==> config.mk <==
export PLATFORM = sky130hd
export DESIGN_NAME = gps_port
export DESIGN_NICKNAME = d
export VERILOG_FILES = /design/src/gps_pkg.sv /design/src/gps_pin_sync.sv /design/src/gps_port.sv
export SDC_FILE = /design/constraint.sdc
export NUM_CORES = 1
export LEC_CHECK = 0
export BUFFER_PORTS_ARGS = -buffer_cell sky130_fd_sc_hd__buf_2
export CORE_UTILIZATION = 55
export CTS_CLUSTER_DIAMETER = 150
export DETAILED_ROUTE_END_ITERATION = 8
export PLACE_DENSITY = 0.79
export SKIP_LAST_GASP = 1
export SYNTH_ARGS = -nofsm -noshare
export SYNTH_HDL_FRONTEND = slang
export SYNTH_HIERARCHICAL = 1
export SYNTH_SLANG_ARGS = --single-unit
==> constraint.sdc <==
create_clock -name clk_i -period 4.1 [get_ports clk_i]
set_clock_uncertainty 0.1 [all_clocks]
set_input_delay 0.615 -clock clk_i [delete_from_list [all_inputs] [get_ports clk_i]]
set_output_delay 0.615 -clock clk_i [all_outputs]
set_load 0.005 [all_outputs]
==> src/gps_pkg.sv <==
// Constants shared by the eight-pin port slice: register indices, field layout,
// sense codes and reset values.
// Assumes a 32-bit AHB-Lite bus where each register index takes one aligned word.
package gps_pkg;

    localparam int unsigned GPS_PINS = 8;
    localparam int unsigned GPS_IDX_W = 6;

    // Register indices; the byte address is four times the index.
    localparam logic [5:0] GPS_IDX_DIRECTION = 6'h00;
    localparam logic [5:0] GPS_IDX_OUT_LEVEL = 6'h04;
    localparam logic [5:0] GPS_IDX_OUT_SET = 6'h05;
    localparam logic [5:0] GPS_IDX_OUT_CLEAR = 6'h06;
    localparam logic [5:0] GPS_IDX_OUT_TOGGLE = 6'h07;
    localparam logic [5:0] GPS_IDX_PIN_LEVEL = 6'h08;
    localparam logic [5:0] GPS_IDX_IRQ_FLAGS = 6'h09;
    localparam logic [5:0] GPS_IDX_IRQ_MASK = 6'h0a;
    localparam logic [5:0] GPS_IDX_PIN_CFG0 = 6'h10;
    localparam logic [5:0] GPS_IDX_PIN_CFG7 = 6'h17;

    // Pin configuration fields.
    localparam int unsigned GPS_CFG_INVERT_BIT = 7;
    localparam int unsigned GPS_CFG_PULLUP_BIT = 3;
    localparam int unsigned GPS_CFG_SENSE_LSB = 0;
    localparam logic [7:0] GPS_CFG_WMASK = 8'h8f;

    // Sense select codes.
    localparam logic [2:0] GPS_SENSE_OFF_BUF_ON = 3'h0;
    localparam logic [2:0] GPS_SENSE_ANY_EDGE = 3'h1;
    localparam logic [2:0] GPS_SENSE_RISE = 3'h2;
    localparam logic [2:0] GPS_SENSE_FALL = 3'h3;
    localparam logic [2:0] GPS_SENSE_BUF_OFF = 3'h4;
    localparam logic [2:0] GPS_SENSE_LOW_LEVEL = 3'h5;

    // Reset values.
    localparam logic [7:0] GPS_RST_BYTE = 8'h00;
    localparam logic [7:0] GPS_RST_IRQ_MASK = 8'hff;

    // AHB transfer type bit that marks NONSEQ or SEQ.
    localparam int unsigned GPS_HTRANS_ACTIVE_BIT = 1;

endpackage

==> src/gps_pin_sync.sv <==
// Three-stage synchroniser with agreement filter for the eight port pins.
// Assumes the pins are asynchronous to clk_i.
`timescale 1ns/10ps

module gps_pin_sync
    import gps_pkg::*;
(
    // Clock and reset
    input wire logic clk_i,
    input wire logic rst_n_i,
    // Pins in, settled level out
    input wire logic [7:0] pin_raw_i,
    output logic [7:0] pin_settled_o
);

    typedef struct packed {
        logic [7:0] stage1;
        logic [7:0] stage2;
        logic [7:0] stage3;
        logic [7:0] settled;
    } gps_sync_s;

    gps_sync_s st_r;
    gps_sync_s st_nxt;

    // The first stage feeds only the second; a change is taken once the
    // second and third stages agree, which rejects a one-cycle glitch.
    always_comb
    begin
        st_nxt = st_r;
        st_nxt.stage1 = pin_raw_i;
        st_nxt.stage2 = st_r.stage1;
        st_nxt.stage3 = st_r.stage2;
        for (int i = 0; i < GPS_PINS; i++)
        begin
            if (st_r.stage2[i] == st_r.stage3[i])
            begin
                st_nxt.settled[i] = st_r.stage3[i];
            end
        end
    end

    always_ff @(posedge clk_i)
    begin
        if (!rst_n_i)
        begin
            st_r <= '0;
        end
        else
        begin
            st_r <= st_nxt;
        end
    end

    assign pin_settled_o = st_r.settled;

endmodule // gps_pin_sync

==> src/gps_port.sv <==
// Eight-pin general-purpose port slice: output level with set, clear and
// toggle strobes, sampled input level, pin interrupt flags and per-pin config.
// Assumes a single AHB-Lite master, word accesses only, and asynchronous pins.
`timescale 1ns/10ps

module gps_port
    import gps_pkg::*;
(
    // Clock and reset
    input wire logic clk_i,
    input wire logic rst_n_i,
    // AHB-Lite slave
    input wire logic hsel_i,
    input wire logic [31:0] haddr_i,
    input wire logic [1:0] htrans_i,
    input wire logic hwrite_i,
    input wire logic [2:0] hsize_i,
    input wire logic [31:0] hwdata_i,
    input wire logic hready_i,
    output logic [31:0] hrdata_o,
    output logic hreadyout_o,
    output logic hresp_o,
    // Pins
    input wire logic [7:0] pin_i,
    output logic [7:0] pin_o,
    output logic [7:0] pin_oe_o,
    output logic [7:0] pin_weak_high_enable_o,
    // Interrupt
    output logic irq_o
);

    // All state lives in one record so that reset and the next-state copy
    // can never miss a field.
    typedef struct packed {
        logic wr_pend;
        logic [5:0] wr_idx;
        logic [7:0] rdata;
        logic [7:0] direction;
        logic [7:0] output_level;
        logic [7:0] pin_level_sample;
        logic [7:0] pin_irq_flags;
        logic [7:0] irq_mask;
        logic [63:0] pin_config;
    } gps_state_s;

    gps_state_s st_r;
    gps_state_s st_nxt;
    logic [7:0] pin_settled;

    // Pins are asynchronous, so nothing here reads them before the synchroniser.
    gps_pin_sync u_sync (
        .clk_i(clk_i),
        .rst_n_i(rst_n_i),
        .pin_raw_i(pin_i),
        .pin_settled_o(pin_settled)
    );

    function automatic logic [7:0] cfg_of(input logic [63:0] cfg, input int unsigned n);
        cfg_of = cfg[n*8 +: 8];
    endfunction

    function automatic logic [2:0] sense_of(input logic [63:0] cfg, input int unsigned n);
        logic [7:0] c;
        c = cfg_of(cfg, n);
        sense_of = c[GPS_CFG_SENSE_LSB +: 3];
    endfunction

    // The invert bit acts on both the seen input and the driven output.
    function automatic logic inv_of(input logic [63:0] cfg, input int unsigned n);
        logic [7:0] c;
        c = cfg_of(cfg, n);
        inv_of = c[GPS_CFG_INVERT_BIT];
    endfunction

    function automatic logic pull_of(input logic [63:0] cfg, input int unsigned n);
        logic [7:0] c;
        c = cfg_of(cfg, n);
        pull_of = c[GPS_CFG_PULLUP_BIT];
    endfunction

    // Only one sense code switches the input buffer off.
    function automatic logic buf_on(input logic [2:0] sense);
        buf_on = (sense != GPS_SENSE_BUF_OFF);
    endfunction

    // A new event wins over a clear in the same cycle, so no event is lost.
    function automatic logic [7:0] flags_next(input logic [7:0] old_f, input logic [7:0] clr,
                                              input logic [7:0] hit);
        flags_next = (old_f & ~clr) | hit;
    endfunction

    // Decides whether the seen level, old and new, matches the sense code.
    function automatic logic sense_hit(input logic [2:0] sense, input logic old_v,
                                       input logic new_v);
        sense_hit = 1'b0;
        case (sense)
            GPS_SENSE_ANY_EDGE:
            begin
                sense_hit = old_v ^ new_v;
            end
            GPS_SENSE_RISE:
            begin
                sense_hit = ~old_v & new_v;
            end
            GPS_SENSE_FALL:
            begin
                sense_hit = old_v & ~new_v;
            end
            GPS_SENSE_LOW_LEVEL:
            begin
                sense_hit = ~new_v;
            end
            default:
            begin
                sense_hit = 1'b0;
            end
        endcase
    endfunction

    // Every register is decoded here so that reads and writes agree.
    function automatic logic idx_mapped(input logic [5:0] idx);
        idx_mapped = 1'b0;
        if (idx == GPS_IDX_DIRECTION)
        begin
            idx_mapped = 1'b1;
        end
        else if (idx >= GPS_IDX_OUT_LEVEL && idx <= GPS_IDX_IRQ_FLAGS)
        begin
            idx_mapped = 1'b1;
        end
        else if (idx == GPS_IDX_IRQ_MASK)
        begin
            idx_mapped = 1'b1;
        end
        else if (idx >= GPS_IDX_PIN_CFG0 && idx <= GPS_IDX_PIN_CFG7)
        begin
            idx_mapped = 1'b1;
        end
    endfunction

    function automatic logic [7:0] read_mux(input gps_state_s s, input logic [5:0] idx);
        logic [2:0] n;
        n = idx[2:0];
        read_mux = GPS_RST_BYTE;
        if (idx == GPS_IDX_DIRECTION)
        begin
            read_mux = s.direction;
        end
        else if (idx >= GPS_IDX_OUT_LEVEL && idx <= GPS_IDX_OUT_TOGGLE)
        begin
            read_mux = s.output_level;
        end
        else if (idx == GPS_IDX_PIN_LEVEL)
        begin
            read_mux = s.pin_level_sample;
        end
        else if (idx == GPS_IDX_IRQ_FLAGS)
        begin
            read_mux = s.pin_irq_flags;
        end
        else if (idx == GPS_IDX_IRQ_MASK)
        begin
            read_mux = s.irq_mask;
        end
        else if (idx >= GPS_IDX_PIN_CFG0 && idx <= GPS_IDX_PIN_CFG7)
        begin
            read_mux = s.pin_config[n*8 +: 8] & GPS_CFG_WMASK;
        end
    endfunction

    // Address decode and per-pin views of the configuration.
    logic addr_ok;
    logic take;
    logic [5:0] a_idx;
    logic [7:0] wbyte;
    logic [7:0] flag_clr;
    logic [7:0] flag_hit;
    logic [7:0] seen;
    logic [7:0] inv_mask;
    logic [2:0] sense;
    logic [7:0] buf_en;
    logic [7:0] pull_req;

    // Address phase decode; only the low byte lane carries register data.
    always_comb
    begin
        a_idx = haddr_i[7:2];
        addr_ok = (haddr_i[31:8] == 24'h000000) && idx_mapped(a_idx);
        take = hsel_i && hready_i && htrans_i[GPS_HTRANS_ACTIVE_BIT];
        wbyte = hwdata_i[7:0];
    end

    // Per-pin view of the configuration, shared by sampling and the pin drive.
    always_comb
    begin
        inv_mask = 8'h00;
        buf_en = 8'h00;
        pull_req = 8'h00;
        for (int i = 0; i < GPS_PINS; i++)
        begin
            inv_mask[i] = inv_of(st_r.pin_config, i);
            buf_en[i] = buf_on(sense_of(st_r.pin_config, i));
            pull_req[i] = pull_of(st_r.pin_config, i);
        end
    end

    always_comb
    begin
        st_nxt = st_r;
        flag_clr = 8'h00;
        flag_hit = 8'h00;
        sense = GPS_SENSE_OFF_BUF_ON;

        // Data phase of a write taken in the previous cycle.
        if (st_r.wr_pend)
        begin
            unique case (st_r.wr_idx)
                GPS_IDX_DIRECTION:
                begin
                    st_nxt.direction = wbyte;
                end
                GPS_IDX_OUT_LEVEL:
                begin
                    st_nxt.output_level = wbyte;
                end
                GPS_IDX_OUT_SET:
                begin
                    st_nxt.output_level = st_r.output_level | wbyte;
                end
                GPS_IDX_OUT_CLEAR:
                begin
                    st_nxt.output_level = st_r.output_level & ~wbyte;
                end
                GPS_IDX_OUT_TOGGLE:
                begin
                    st_nxt.output_level = st_r.output_level ^ wbyte;
                end
                GPS_IDX_PIN_LEVEL:
                begin
                    st_nxt.output_level = st_r.output_level ^ wbyte;
                end
                GPS_IDX_IRQ_FLAGS:
                begin
                    flag_clr = wbyte;
                end
                GPS_IDX_IRQ_MASK:
                begin
                    st_nxt.irq_mask = wbyte;
                end
                default:
                begin
                    st_nxt.pin_config[st_r.wr_idx[2:0]*8 +: 8] = wbyte & GPS_CFG_WMASK;
                end
            endcase
        end

        // Input sampling and sense detection use the configuration in force now.
        seen = pin_settled ^ inv_mask;
        for (int i = 0; i < GPS_PINS; i++)
        begin
            sense = sense_of(st_r.pin_config, i);
            if (buf_en[i])
            begin
                st_nxt.pin_level_sample[i] = seen[i];
                flag_hit[i] = sense_hit(sense, st_r.pin_level_sample[i], seen[i]);
            end
            else
            begin
                // A disabled buffer leaves the sample and the flag source frozen.
                st_nxt.pin_level_sample[i] = st_r.pin_level_sample[i];
            end
        end

        st_nxt.pin_irq_flags = flags_next(st_r.pin_irq_flags, flag_clr, flag_hit);

        // Address phase; read data are taken from the next state so that a read
        // right behind a write returns the written value.
        st_nxt.wr_pend = take && hwrite_i && addr_ok;
        st_nxt.wr_idx = a_idx;
        if (take && !hwrite_i)
        begin
            if (addr_ok)
            begin
                st_nxt.rdata = read_mux(st_nxt, a_idx);
            end
            else
            begin
                st_nxt.rdata = GPS_RST_BYTE;
            end
        end
    end

    always_ff @(posedge clk_i)
    begin
        if (!rst_n_i)
        begin
            st_r <= '0;
            // The mask resets open so that a flag reaches irq_o with no setup.
            st_r.irq_mask <= GPS_RST_IRQ_MASK;
        end
        else
        begin
            st_r <= st_nxt;
        end
    end

    // Pins are driven straight from registered state through the inverter.
    always_comb
    begin
        pin_o = 8'h00;
        pin_weak_high_enable_o = 8'h00;
        for (int i = 0; i < GPS_PINS; i++)
        begin
            // The level matters only while the driver is enabled.
            pin_o[i] = st_r.output_level[i] ^ inv_mask[i];
            // A pull-up on a driven pin would fight the driver, so it is gated off.
            pin_weak_high_enable_o[i] = pull_req[i] & ~st_r.direction[i];
        end
    end

    assign pin_oe_o = st_r.direction;
    assign irq_o = |(st_r.pin_irq_flags & st_r.irq_mask);
    assign hrdata_o = {24'h000000, st_r.rdata};
    // The slave never stalls and never errors: zero wait states, always OKAY.
    assign hreadyout_o = 1'b1;
    assign hresp_o = 1'b0;

endmodule // gps_port

==> flow_metrics.py, run 1 <==
metrics = {
    "run_status": {
        "outcome": "finished, final reports clean",
    },
    "critical_path": {
        "r2r_cells": 10,
        "timing.rr.start": "st_r[112]",
        "rrSetupSlack_ns": 0.71,
        "required_ns": 4.29,
        "crit_arrival_ns": 3.58,
        "start_kind": "register",
        "r2r-end": "hrdata_o[2]",
        "endpoint_kind": "register",
        "worstPathMaxFanout": 13,
        "critPathKind": "register to register",
    },
    "synthesis": {
        "synth_cells": 903,
        "synthTopCellsByArea": "dfxtp_1, ha_1, mux2i_1",
        "synthesis.area_mm2": 0.007635,
        "netlist.top_cell.by_area": "dfxtp_1",
        "synth-edff-count": 0,
        "yosys_register_bits": 127,
        "yosys_warnings": 6,
        "synthFlopType": "dfxtp_1",
        "synth.avg_cell_area_um2": 8.455,
        "ys_seq_area_share_pct": 33.30,
        "async_flop_share_pct": 0,
        "synth_top_cell_area_share_pct": 33.30,
        "synth_cell_type_count": 81,
    },
    "clock_tree": {
        "cts_sinks": 127,
        "cts_tree": "yes",
        "postCtsHoldBufs": 0,
        "clk_pin_slew_ns": 0.06,
        "cts_resized": 0,
        "cts_buffers": 17,
        "h-tree-depth": 4,
        "worstSkewPairLatency_ns": 0.42,
        "root_buffer": "clkbuf_16",
        "clockBufferDepth": 2,
        "cts_setup_buffers": 0,
    },
    "flow_run": {
        "cap_violations": 0,
    },
    "placed_design": {
        "dpl_cell_area_mm2": 0.008005,
        "port_buffers": 84,
        "gp_congestion": 1.031,
        "hpwlAfterDp_mm": 17.08,
    },
    "hold_path": {
        "min_path_cells": 2,
        "hp-start": "pin_i[0]",
        "min_to": "u_sync/st_nxt[16]",
        "worstHoldPathType": "input pin to register",
    },
    "global_route": {
        "busiest_layer": "met2",
        "grt_max_degree": 64,
        "grt_pass1_wl_mm": 35.63,
        "grt_pass1_vias": 6514,
        "grtUsageMet1_pct": 42.80,
        "track_usage_pct": 32.97,
        "antenna_found_initial": 0,
        "use_met3_pct": 6.987,
        "grt_util_met2_pct": 51.26,
        "grt.overflow.total": 0,
    },
    "cells_and_area": {
        "nFillCells": 1172,
        "drive_gt1_share_pct": 19.06,
        "nets": 1083,
        "post-route-cell-area_mm2": 0.008658,
        "diodes": 0,
        "layout_commonest_cell": "dfxtp_1",
        "final_cell_mix": "dfxtp_1, nor2_1, buf_2",
        "areaGrowthSynthToFinish_pct": 13.41,
    },
    "pwr": {
        "power.leakage_nw": 3.552,
        "vdd_ir_drop_max_mv": 0.2880,
        "power.total_mw": 3.186,
        "power_density_mw_per_mm2": 368.0,
    },
    "route": {
        "ant_nets": 0,
        "vias_per_cell": 6.066,
        "routedWlPerCell_um": 20.13,
        "vias": 6988,
        "first_iter_violations": 702,
        "drc": 0,
        "dr.pass1.iters": 5,
        "wl_mm": 23.19,
    },
    "timing": {
        "timing.fmax_ghz": 0.2948,
        "setup_total_negative_slack_ns": 0,
        "rsz0062_at_grt": "false",
        "setup_viol": 0,
        "worst_pin_slew_ns": 0.7348,
        "timing.final.max_slew_violations": 0,
        "slew_headroom_pct": 50.83,
        "final.min_clock_period_ns": 3.392,
        "final-hold-violation-count": 0,
        "period_share_pct": 82.73,
    },
    "floorplanning": {
        "coreArea_mm2": 0.01340,
        "die-area_mm2": 0.01436,
        "design.portCount": 141,
        "start_util_pct": 56.97,
        "die_w_um": 119.8,
        "num_rows": 42,
        "die_h_um": 119.8,
    },
}
-- flip-flops by register name (all words and copies together), names as in the netlist --
signal,flops
st_r,60
sense,3
pin_oe_o,8
inv_mask,8
hrdata_o,8
u_sync/st_r,8
u_sync/st_nxt,16
u_sync/pin_settled_o,8
pull_req,8
-- logic make-up after synthesis --
family / count (synthesis) / synth area share (%)
XOR/XNOR: 16 / 1.835
adder cells (fa/ha/maj): 38 / 6.228
multiplexers: 59 / 8.096
other: 2 / 0.09837
buffers and inverters: 144 / 9.997
AND/OR/NAND/NOR: 342 / 24.04
flip-flops: 127 / 33.30
AO/OA/AOI/OAI: 175 / 16.40
-- power by group --
group	switching (mW)	leakage, nW	internal, mW
clock network	0.587	0.315	1.10
registers	0.0113	1.03	1.25
logic	0.162	2.21	0.0778
-- how the worst max path moves through the flow --
stage | start | to | slack (ns) | cells past startpoint
after floorplan | st_r[112] | hrdata_o[0] | 0.87 | 12
after global placement | st_r[112] | hrdata_o[2] | 0.84 | 10
after detailed placement | st_r[112] | hrdata_o[2] | 0.82 | 10
after CTS | st_r[112] | hrdata_o[2] | 0.78 | 10
after global routing | st_r[112] | hrdata_o[0] | 0.58 | 10
final | st_r[112] | hrdata_o[2] | 0.71 | 10
-- metal layers --
layer  vias up  wire length [µm]
li1       3225                 -
met1      3254              9477
met2       424             10370
met3        85              2254
met4         0              1090
met5         -                 0
-- Yosys cell counts (4+ instances only) --
master / number
a21boi_0: 5
a21boi_2: 6
a21oi_1: 28
a221oi_1: 4
a22oi_1: 8
a31oi_1: 7
a41o_1: 4
and2_1: 43
and3_1: 4
and3b_1: 5
buf_2: 5
buf_4: 51
clkbuf_1: 31
dfxtp_1: 127
ha_1: 38
inv_1: 47
mux2_2: 12
mux2i_1: 46
nand2_1: 65
nand2b_1: 9
nand3_1: 18
nand3b_1: 4
nand4_1: 11
nor2_1: 98
nor2b_1: 17
nor3_1: 17
nor3_2: 4
nor3b_1: 7
nor4_1: 10
o2111ai_1: 7
o211ai_1: 11
o21a_1: 11
o21ai_0: 34
o22ai_1: 4
o32ai_1: 4
or2_2: 6
xor2_1: 16
-- per-stage QoR --
step                      setup slack (ns)  utilization, %  cells  hold WS, ns
final                               0.7080           64.61   1152       0.2977
after global routing                0.5824           64.61   1152       0.2967
after CTS                           0.7814           64.61   1152       0.2875
after detailed placement            0.8179           59.74   1120       0.3186
after global placement              0.8360           59.74   1120       0.3127
after floorplan                     0.8720               -    927       0.3057
-- final cells by class --
cell class	count	area, µm²	area share, %
flip-flops and latches	127	2542	29.36
repair buffers	111	623.1	7.197
well taps	176	220.2	2.543
multi-input cells	656	4432	51.18
clock inverters	12	206.4	2.384
clock buffers	20	446.7	5.159
inverters	50	187.7	2.168
-- critical path: stages (launching register included) --
cell and delay, ns:
dfxtp_1 0.32, buf_4 0.19, ha_1 0.40, nor3b_1 0.32, nor4b_2 0.08, buf_4 0.21, or4_1 0.63, o21ai_0 0.28
a22oi_1 0.14, a221oi_1 0.43, o211ai_1 0.15
Note: power is estimated with default switching activity, not from simulation.
==> inputs of run 2 (changes only) <==
- clock period: 4.1 -> 3.17 ns (I/O delays scaled with it)
==> run 2 against run 1 <==
Design area up 3.8%. Wire length up 1.5%. Maximum frequency up 9.3%. Critical path depth up 1. Critical endpoint is now hrdata_o[7].
==> flow_metrics.py, run 2 (synthesized netlist as in run 1, its figures left out) <==
metrics = {
    "timing": {
        "worst_pin_slew_ns": 0.7143,
        "slew_headroom_pct": 51.15,
        "timing.final.max_slew_violations": 0,
        "rsz0062_at_grt": "true",
        "hold_ws_ns": 0.1498,
        "timing.fmax_ghz": 0.3224,
        "final.min_clock_period_ns": 3.102,
        "final-hold-violation-count": 0,
        "worst_slack_ns": 0.06788,
        "period_share_pct": 97.86,
        "setup_viol": 0,
    },
    "placed_design": {
        "port_buffers": 84,
        "pre_cts_ws_ns": 0.09752,
        "dpl_cell_area_mm2": 0.008348,
        "hpwlAfterDp_mm": 17.70,
        "gp_congestion": 1.061,
    },
    "clock_tree": {
        "root_buffer": "clkbuf_16",
        "clk_pin_slew_ns": 0.06,
        "cts_sinks": 127,
        "h-tree-depth": 4,
        "clockBufferDepth": 2,
        "cts_tree": "yes",
        "cts_buffers": 17,
        "worstSkewPairLatency_ns": 0.43,
    },
    "run_status": {
        "outcome": "finished, final reports clean",
    },
    "critical_path": {
        "critPathKind": "register to register",
        "crit_arrival_ns": 3.30,
        "r2r-end": "hrdata_o[7]",
        "rrSetupSlack_ns": 0.07,
        "worstPathMaxFanout": 3,
        "slowest_stage": "dfxtp_1",
        "r2r_cells": 11,
        "required_ns": 3.37,
        "endpoint_kind": "register",
        "timing.rr.start": "u_sync/pin_settled_o[7]",
        "cp_cell_sequence": "xor2_1 > inv_1 > ha_1 > mux2_2 > a22o_1 > a222oi_1 > buf_4 > a21oi_1 > o21a_1 > a311oi_1 > a31oi_1",
        "crit_path_max_incr_delay_ns": 0.48,
        "start_kind": "register",
    },
    "floorplanning": {
        "die-area_mm2": 0.01436,
        "num_rows": 42,
        "die_w_um": 119.8,
        "coreArea_mm2": 0.01340,
        "start_util_pct": 56.97,
        "die_h_um": 119.8,
        "design.portCount": 141,
    },
    "route": {
        "first_iter_violations": 825,
        "vias": 7164,
        "drc": 0,
        "wl_mm": 23.54,
        "ant_nets": 0,
        "dr.pass1.iters": 5,
        "routedWlPerCell_um": 19.63,
        "vias_per_cell": 5.975,
    },
    "pwr": {
        "p_seq_share_pct": 42.0,
        "intPower_mw": 2.784,
        "clkPwrFrac_pct": 48.9,
        "vdd_ir_drop_max_mv": 0.4212,
        "power_density_mw_per_mm2": 430.1,
        "power.leakage_nw": 3.760,
        "power_switching_mw": 1.082,
        "switching_share_pct": 27.99,
        "combPwrFrac_pct": 9.1,
    },
    "cells_and_area": {
        "regMostFlops": "st_r",
        "diodes": 0,
        "layout_commonest_cell": "dfxtp_1",
        "final_cell_mix": "dfxtp_1, nor2_1, buf_2",
        "largest_reg_flops": 60,
        "post-route-cell-area_mm2": 0.008991,
        "fin_util_pct": 67.10,
        "nets": 1130,
        "areaGrowthSynthToFinish_pct": 17.76,
        "drive_gt1_share_pct": 23.95,
    },
    "hold_path": {
        "hp-start": "pin_i[6]",
        "min_to": "u_sync/st_nxt[22]",
        "worstHoldPathType": "input pin to register",
        "min_path_cells": 2,
    },
    "global_route": {
        "grt_max_degree": 64,
        "grt.overflow.total": 0,
        "grt_pass1_wl_mm": 36.26,
        "grt_pass1_vias": 6830,
        "track_usage_pct": 33.67,
        "antenna_found_initial": 0,
    },
    "flow_run": {
        "cap_violations": 0,
    },
}
==> run 2: cell count changes in the layout (fill, tap and decap cells not counted), moves of 3 or more <==
cell       previous run  this run
inv_6                 2         6
ha_2                  0         3
clkinv_4              3         0
bufinv_16             5         0
ha_1                 38        35
inv_8                 0         5
buf_4                27        73
==> run 2: worst max-delay path by stage <==
stage / from / end / slack (ns) / cells past startpoint
2_1_floorplan: st_r[112] / hrdata_o[0] / 0.07 / 12
3_3_place_gp: st_r[113] / hrdata_o[2] / 0.07 / 11
3_5_place_dp: u_sync/pin_settled_o[7] / hrdata_o[7] / 0.1 / 10
4_1_cts: st_r[113] / hrdata_o[2] / 0.05 / 11
5_1_grt: st_r[112] / hrdata_o[2] / -0.02 / 10
6_report: u_sync/pin_settled_o[7] / hrdata_o[7] / 0.07 / 11
==> run 2: metal layers <==
layer	track usage, %	routed length, µm	part of all wire (%)
met1	42.25	9374	40
met5	0	0	0
met3	8.508	2443	10
met4	19.22	1322	5.6
met2	52.42	10400	44
==> run 2: final cells by class <==
type / instances / area (µm²)
flip-flops and latches: 127 / 2542
multi-input cells: 656 / 4484
clock inverters: 15 / 142.6
fillers: 1097 / 4409
repair buffers: 158 / 988.4
clock buffers: 17 / 425.4
inverters: 50 / 187.7
well taps: 176 / 220.2
==> run 2: through the flow <==
stage | total power, mW | std cells | TNS, ns
global route | 3.980 | 1199 | -0.01893
detailed placement | 1.988 | 1164 | 0
finish | 3.867 | 1199 | 0
CTS | 3.858 | 1196 | 0
global placement | 1.986 | 1164 | 0
floorplan | 1.858 | 927 | 0
==> run 2: worst max-delay path, delay by kind of cell (launching register included) <==
| family | cells | cell delay [ns] |
|---|---|---|
| buffers and inverters | 2 | 0.30 |
| flip-flops | 1 | 0.48 |
| multiplexers | 1 | 0.25 |
| XOR/XNOR | 1 | 0.41 |
| AO/OA/AOI/OAI | 6 | 1.22 |
| adder cells (fa/ha/maj) | 1 | 0.21 |
==> run 2: what timing repair did <==
action / 4_1_cts / 5_1_grt
hold buffers: 0 / 0
setup buffers: 0 / 3
resized for setup: 0 / 13
endpoints found under the setup margin: 0 / 5
==> run 2: power groups by stage <==
stage                     clock [mW]  combinational, mW  sequential, mW
after floorplan                    0              0.203            1.66
after global placement             0              0.328            1.66
after detailed placement           0              0.329            1.66
after CTS                       1.90              0.332            1.62
after global routing            1.98              0.374            1.62
final                           1.89              0.353            1.62
==> inputs of run 3 (changes only) <==
- BUFFER_PORTS_ARGS: -buffer_cell sky130_fd_sc_hd__buf_2 -> -buffer_cell sky130_fd_sc_hd__clkbuf_2
==> run 3 against run 2 <==
Via count about the same. Setup slack gained 0.019 ns. Clock power is essentially flat. Critical endpoint is now hrdata_o[2]. Sequential power barely moved.
==> flow_metrics.py, run 3 (synthesized netlist as in run 1, its figures left out) <==
metrics = {
    "clock_tree": {
        "postCtsHoldBufs": 0,
        "cts_tree": "yes",
        "clockBufferDepth": 2,
        "cts_sinks": 127,
        "root_buffer": "clkbuf_16",
        "h-tree-depth": 4,
        "worstSkewPairLatency_ns": 0.42,
        "cts_buffers": 17,
        "clk_pin_slew_ns": 0.06,
    },
    "timing": {
        "timing.final.max_slew_violations": 0,
        "hold_ws_ns": 0.1538,
        "setup_total_negative_slack_ns": 0,
        "slew_headroom_pct": 50.67,
        "setup_viol": 0,
        "final.min_clock_period_ns": 3.083,
        "worst_pin_slew_ns": 0.7400,
        "timing.fmax_ghz": 0.3244,
        "final-hold-violation-count": 0,
        "period_share_pct": 97.25,
    },
    "global_route": {
        "grt_pass1_vias": 6549,
        "grt.overflow.total": 0,
        "grt_pass1_wl_mm": 35.48,
        "track_usage_pct": 32.83,
        "grt_max_degree": 64,
        "antenna_found_initial": 0,
    },
    "floorplanning": {
        "die_h_um": 119.8,
        "coreArea_mm2": 0.01340,
        "die-area_mm2": 0.01436,
        "num_rows": 42,
        "design.portCount": 141,
        "die_w_um": 119.8,
        "start_util_pct": 56.97,
    },
    "critical_path": {
        "crit_family": "simple AND/OR/NAND/NOR gates",
        "crit_path_max_incr_delay_ns": 0.38,
        "worstPathMaxFanout": 6,
        "slowest_stage": "nor3b_1",
        "start_kind": "register",
        "crit_buf_inv": 4,
        "cp_common_cell": "buf_4",
        "cp_cell_sequence": "buf_4 > ha_1 > nor3b_1 > nor4b_4 > buf_4 > nor3_2 > buf_4 > mux2i_1 > mux2i_1 > a221oi_1 > buf_4 > o211ai_1",
        "crit_arrival_ns": 3.27,
        "rrSetupSlack_ns": 0.09,
        "endpoint_kind": "register",
        "required_ns": 3.36,
        "critPathKind": "register to register",
    },
    "pwr": {
        "clkPwrFrac_pct": 48.9,
        "switching_share_pct": 27.97,
        "p_seq_share_pct": 42.1,
        "power_switching_mw": 1.079,
        "vdd_ir_drop_max_mv": 0.4019,
        "intPower_mw": 2.778,
        "power_density_mw_per_mm2": 431.0,
        "power.total_mw": 3.857,
        "combPwrFrac_pct": 9.0,
        "power.leakage_nw": 3.707,
    },
    "placed_design": {
        "port_buffers": 84,
        "gp_congestion": 0.9786,
        "dpl_cell_area_mm2": 0.008333,
        "hpwlAfterDp_mm": 17.69,
    },
    "cells_and_area": {
        "nets": 1127,
        "drive_gt1_share_pct": 23.24,
        "final_cell_mix": "dfxtp_1, nor2_1, clkbuf_2",
        "regMostFlops": "st_r",
        "areaGrowthSynthToFinish_pct": 17.21,
        "diodes": 0,
        "largest_reg_flops": 60,
        "layout_commonest_cell": "dfxtp_1",
        "nFillCells": 1121,
        "post-route-cell-area_mm2": 0.008949,
    },
    "route": {
        "first_iter_violations": 773,
        "wl_mm": 23.28,
        "vias": 7165,
        "dr.pass1.iters": 5,
        "ant_nets": 0,
        "drc": 0,
        "routedWlPerCell_um": 19.46,
        "vias_per_cell": 5.991,
    },
    "flow_run": {
        "cap_violations": 0,
    },
    "run_status": {
        "outcome": "finished, final reports clean",
    },
    "hold_path": {
        "worstHoldPathType": "input pin to register",
    },
}
## run 3: changes by cell type in the layout (fill, tap and decap cells not counted), sizes merged
cell and change:
buf -87, clkbuf +84, inv -3, clkinvlp +3
## run 3: routing by layer
metal  global-route usage [%]  part of all wire (%)  wire, µm  vias to the layer above
met1                    42.60                    40      9410                     3335
li1                         -                     -         -                     3317
met4                    14.30                   4.3      1001                        0
met2                    50.79                    44     10260                      435
met5                        0                     0         0                        -
met3                    9.173                    11      2603                       78
## run 3: per-stage QoR
stage          instances  util (%)  setup WS [ns]
6_report            1196     66.78        0.08733
5_1_grt             1196     66.78       -0.04981
4_1_cts             1194     66.45        0.05948
3_5_place_dp        1162     62.18        0.07991
3_3_place_gp        1162     62.18        0.07748
2_1_floorplan        927         -        0.06791
## run 3: final cells by class
cell class	instances	area, µm²	area share (%)
timing repair buffer	155	965.9	10.79
clock inverter	15	146.4	1.636
inverter	50	187.7	2.097
tap	176	220.2	2.461
multi-input combinational	656	4461	49.85
clock buffer	17	425.4	4.754
sequential	127	2542	28.41
## run 3: power groups by stage
stage          clock network (mW)  registers, mW  logic [mW]
5_1_grt                      1.97           1.62       0.367
6_report                     1.89           1.62       0.347
2_1_floorplan                   0           1.66       0.203
3_5_place_dp                    0           1.66       0.326
3_3_place_gp                    0           1.66       0.325
4_1_cts                      1.89           1.62       0.329
## run 3: repair_timing
item,in CTS,in global routing
resized for setup,0,6
setup buffers,0,2
hold endpoints to repair,0,0
setup endpoints to repair,0,3
## run 3: path summary, 6_finish.rpt
path	startpoint	to	cells past startpoint
max	st_r[113]	hrdata_o[2]	12
min	pin_i[5]	u_sync/st_nxt[21]	2
max reg2reg	st_r[113]	hrdata_o[2]	12
min reg2reg	u_sync/st_nxt[20]	u_sync/st_nxt[12]	1
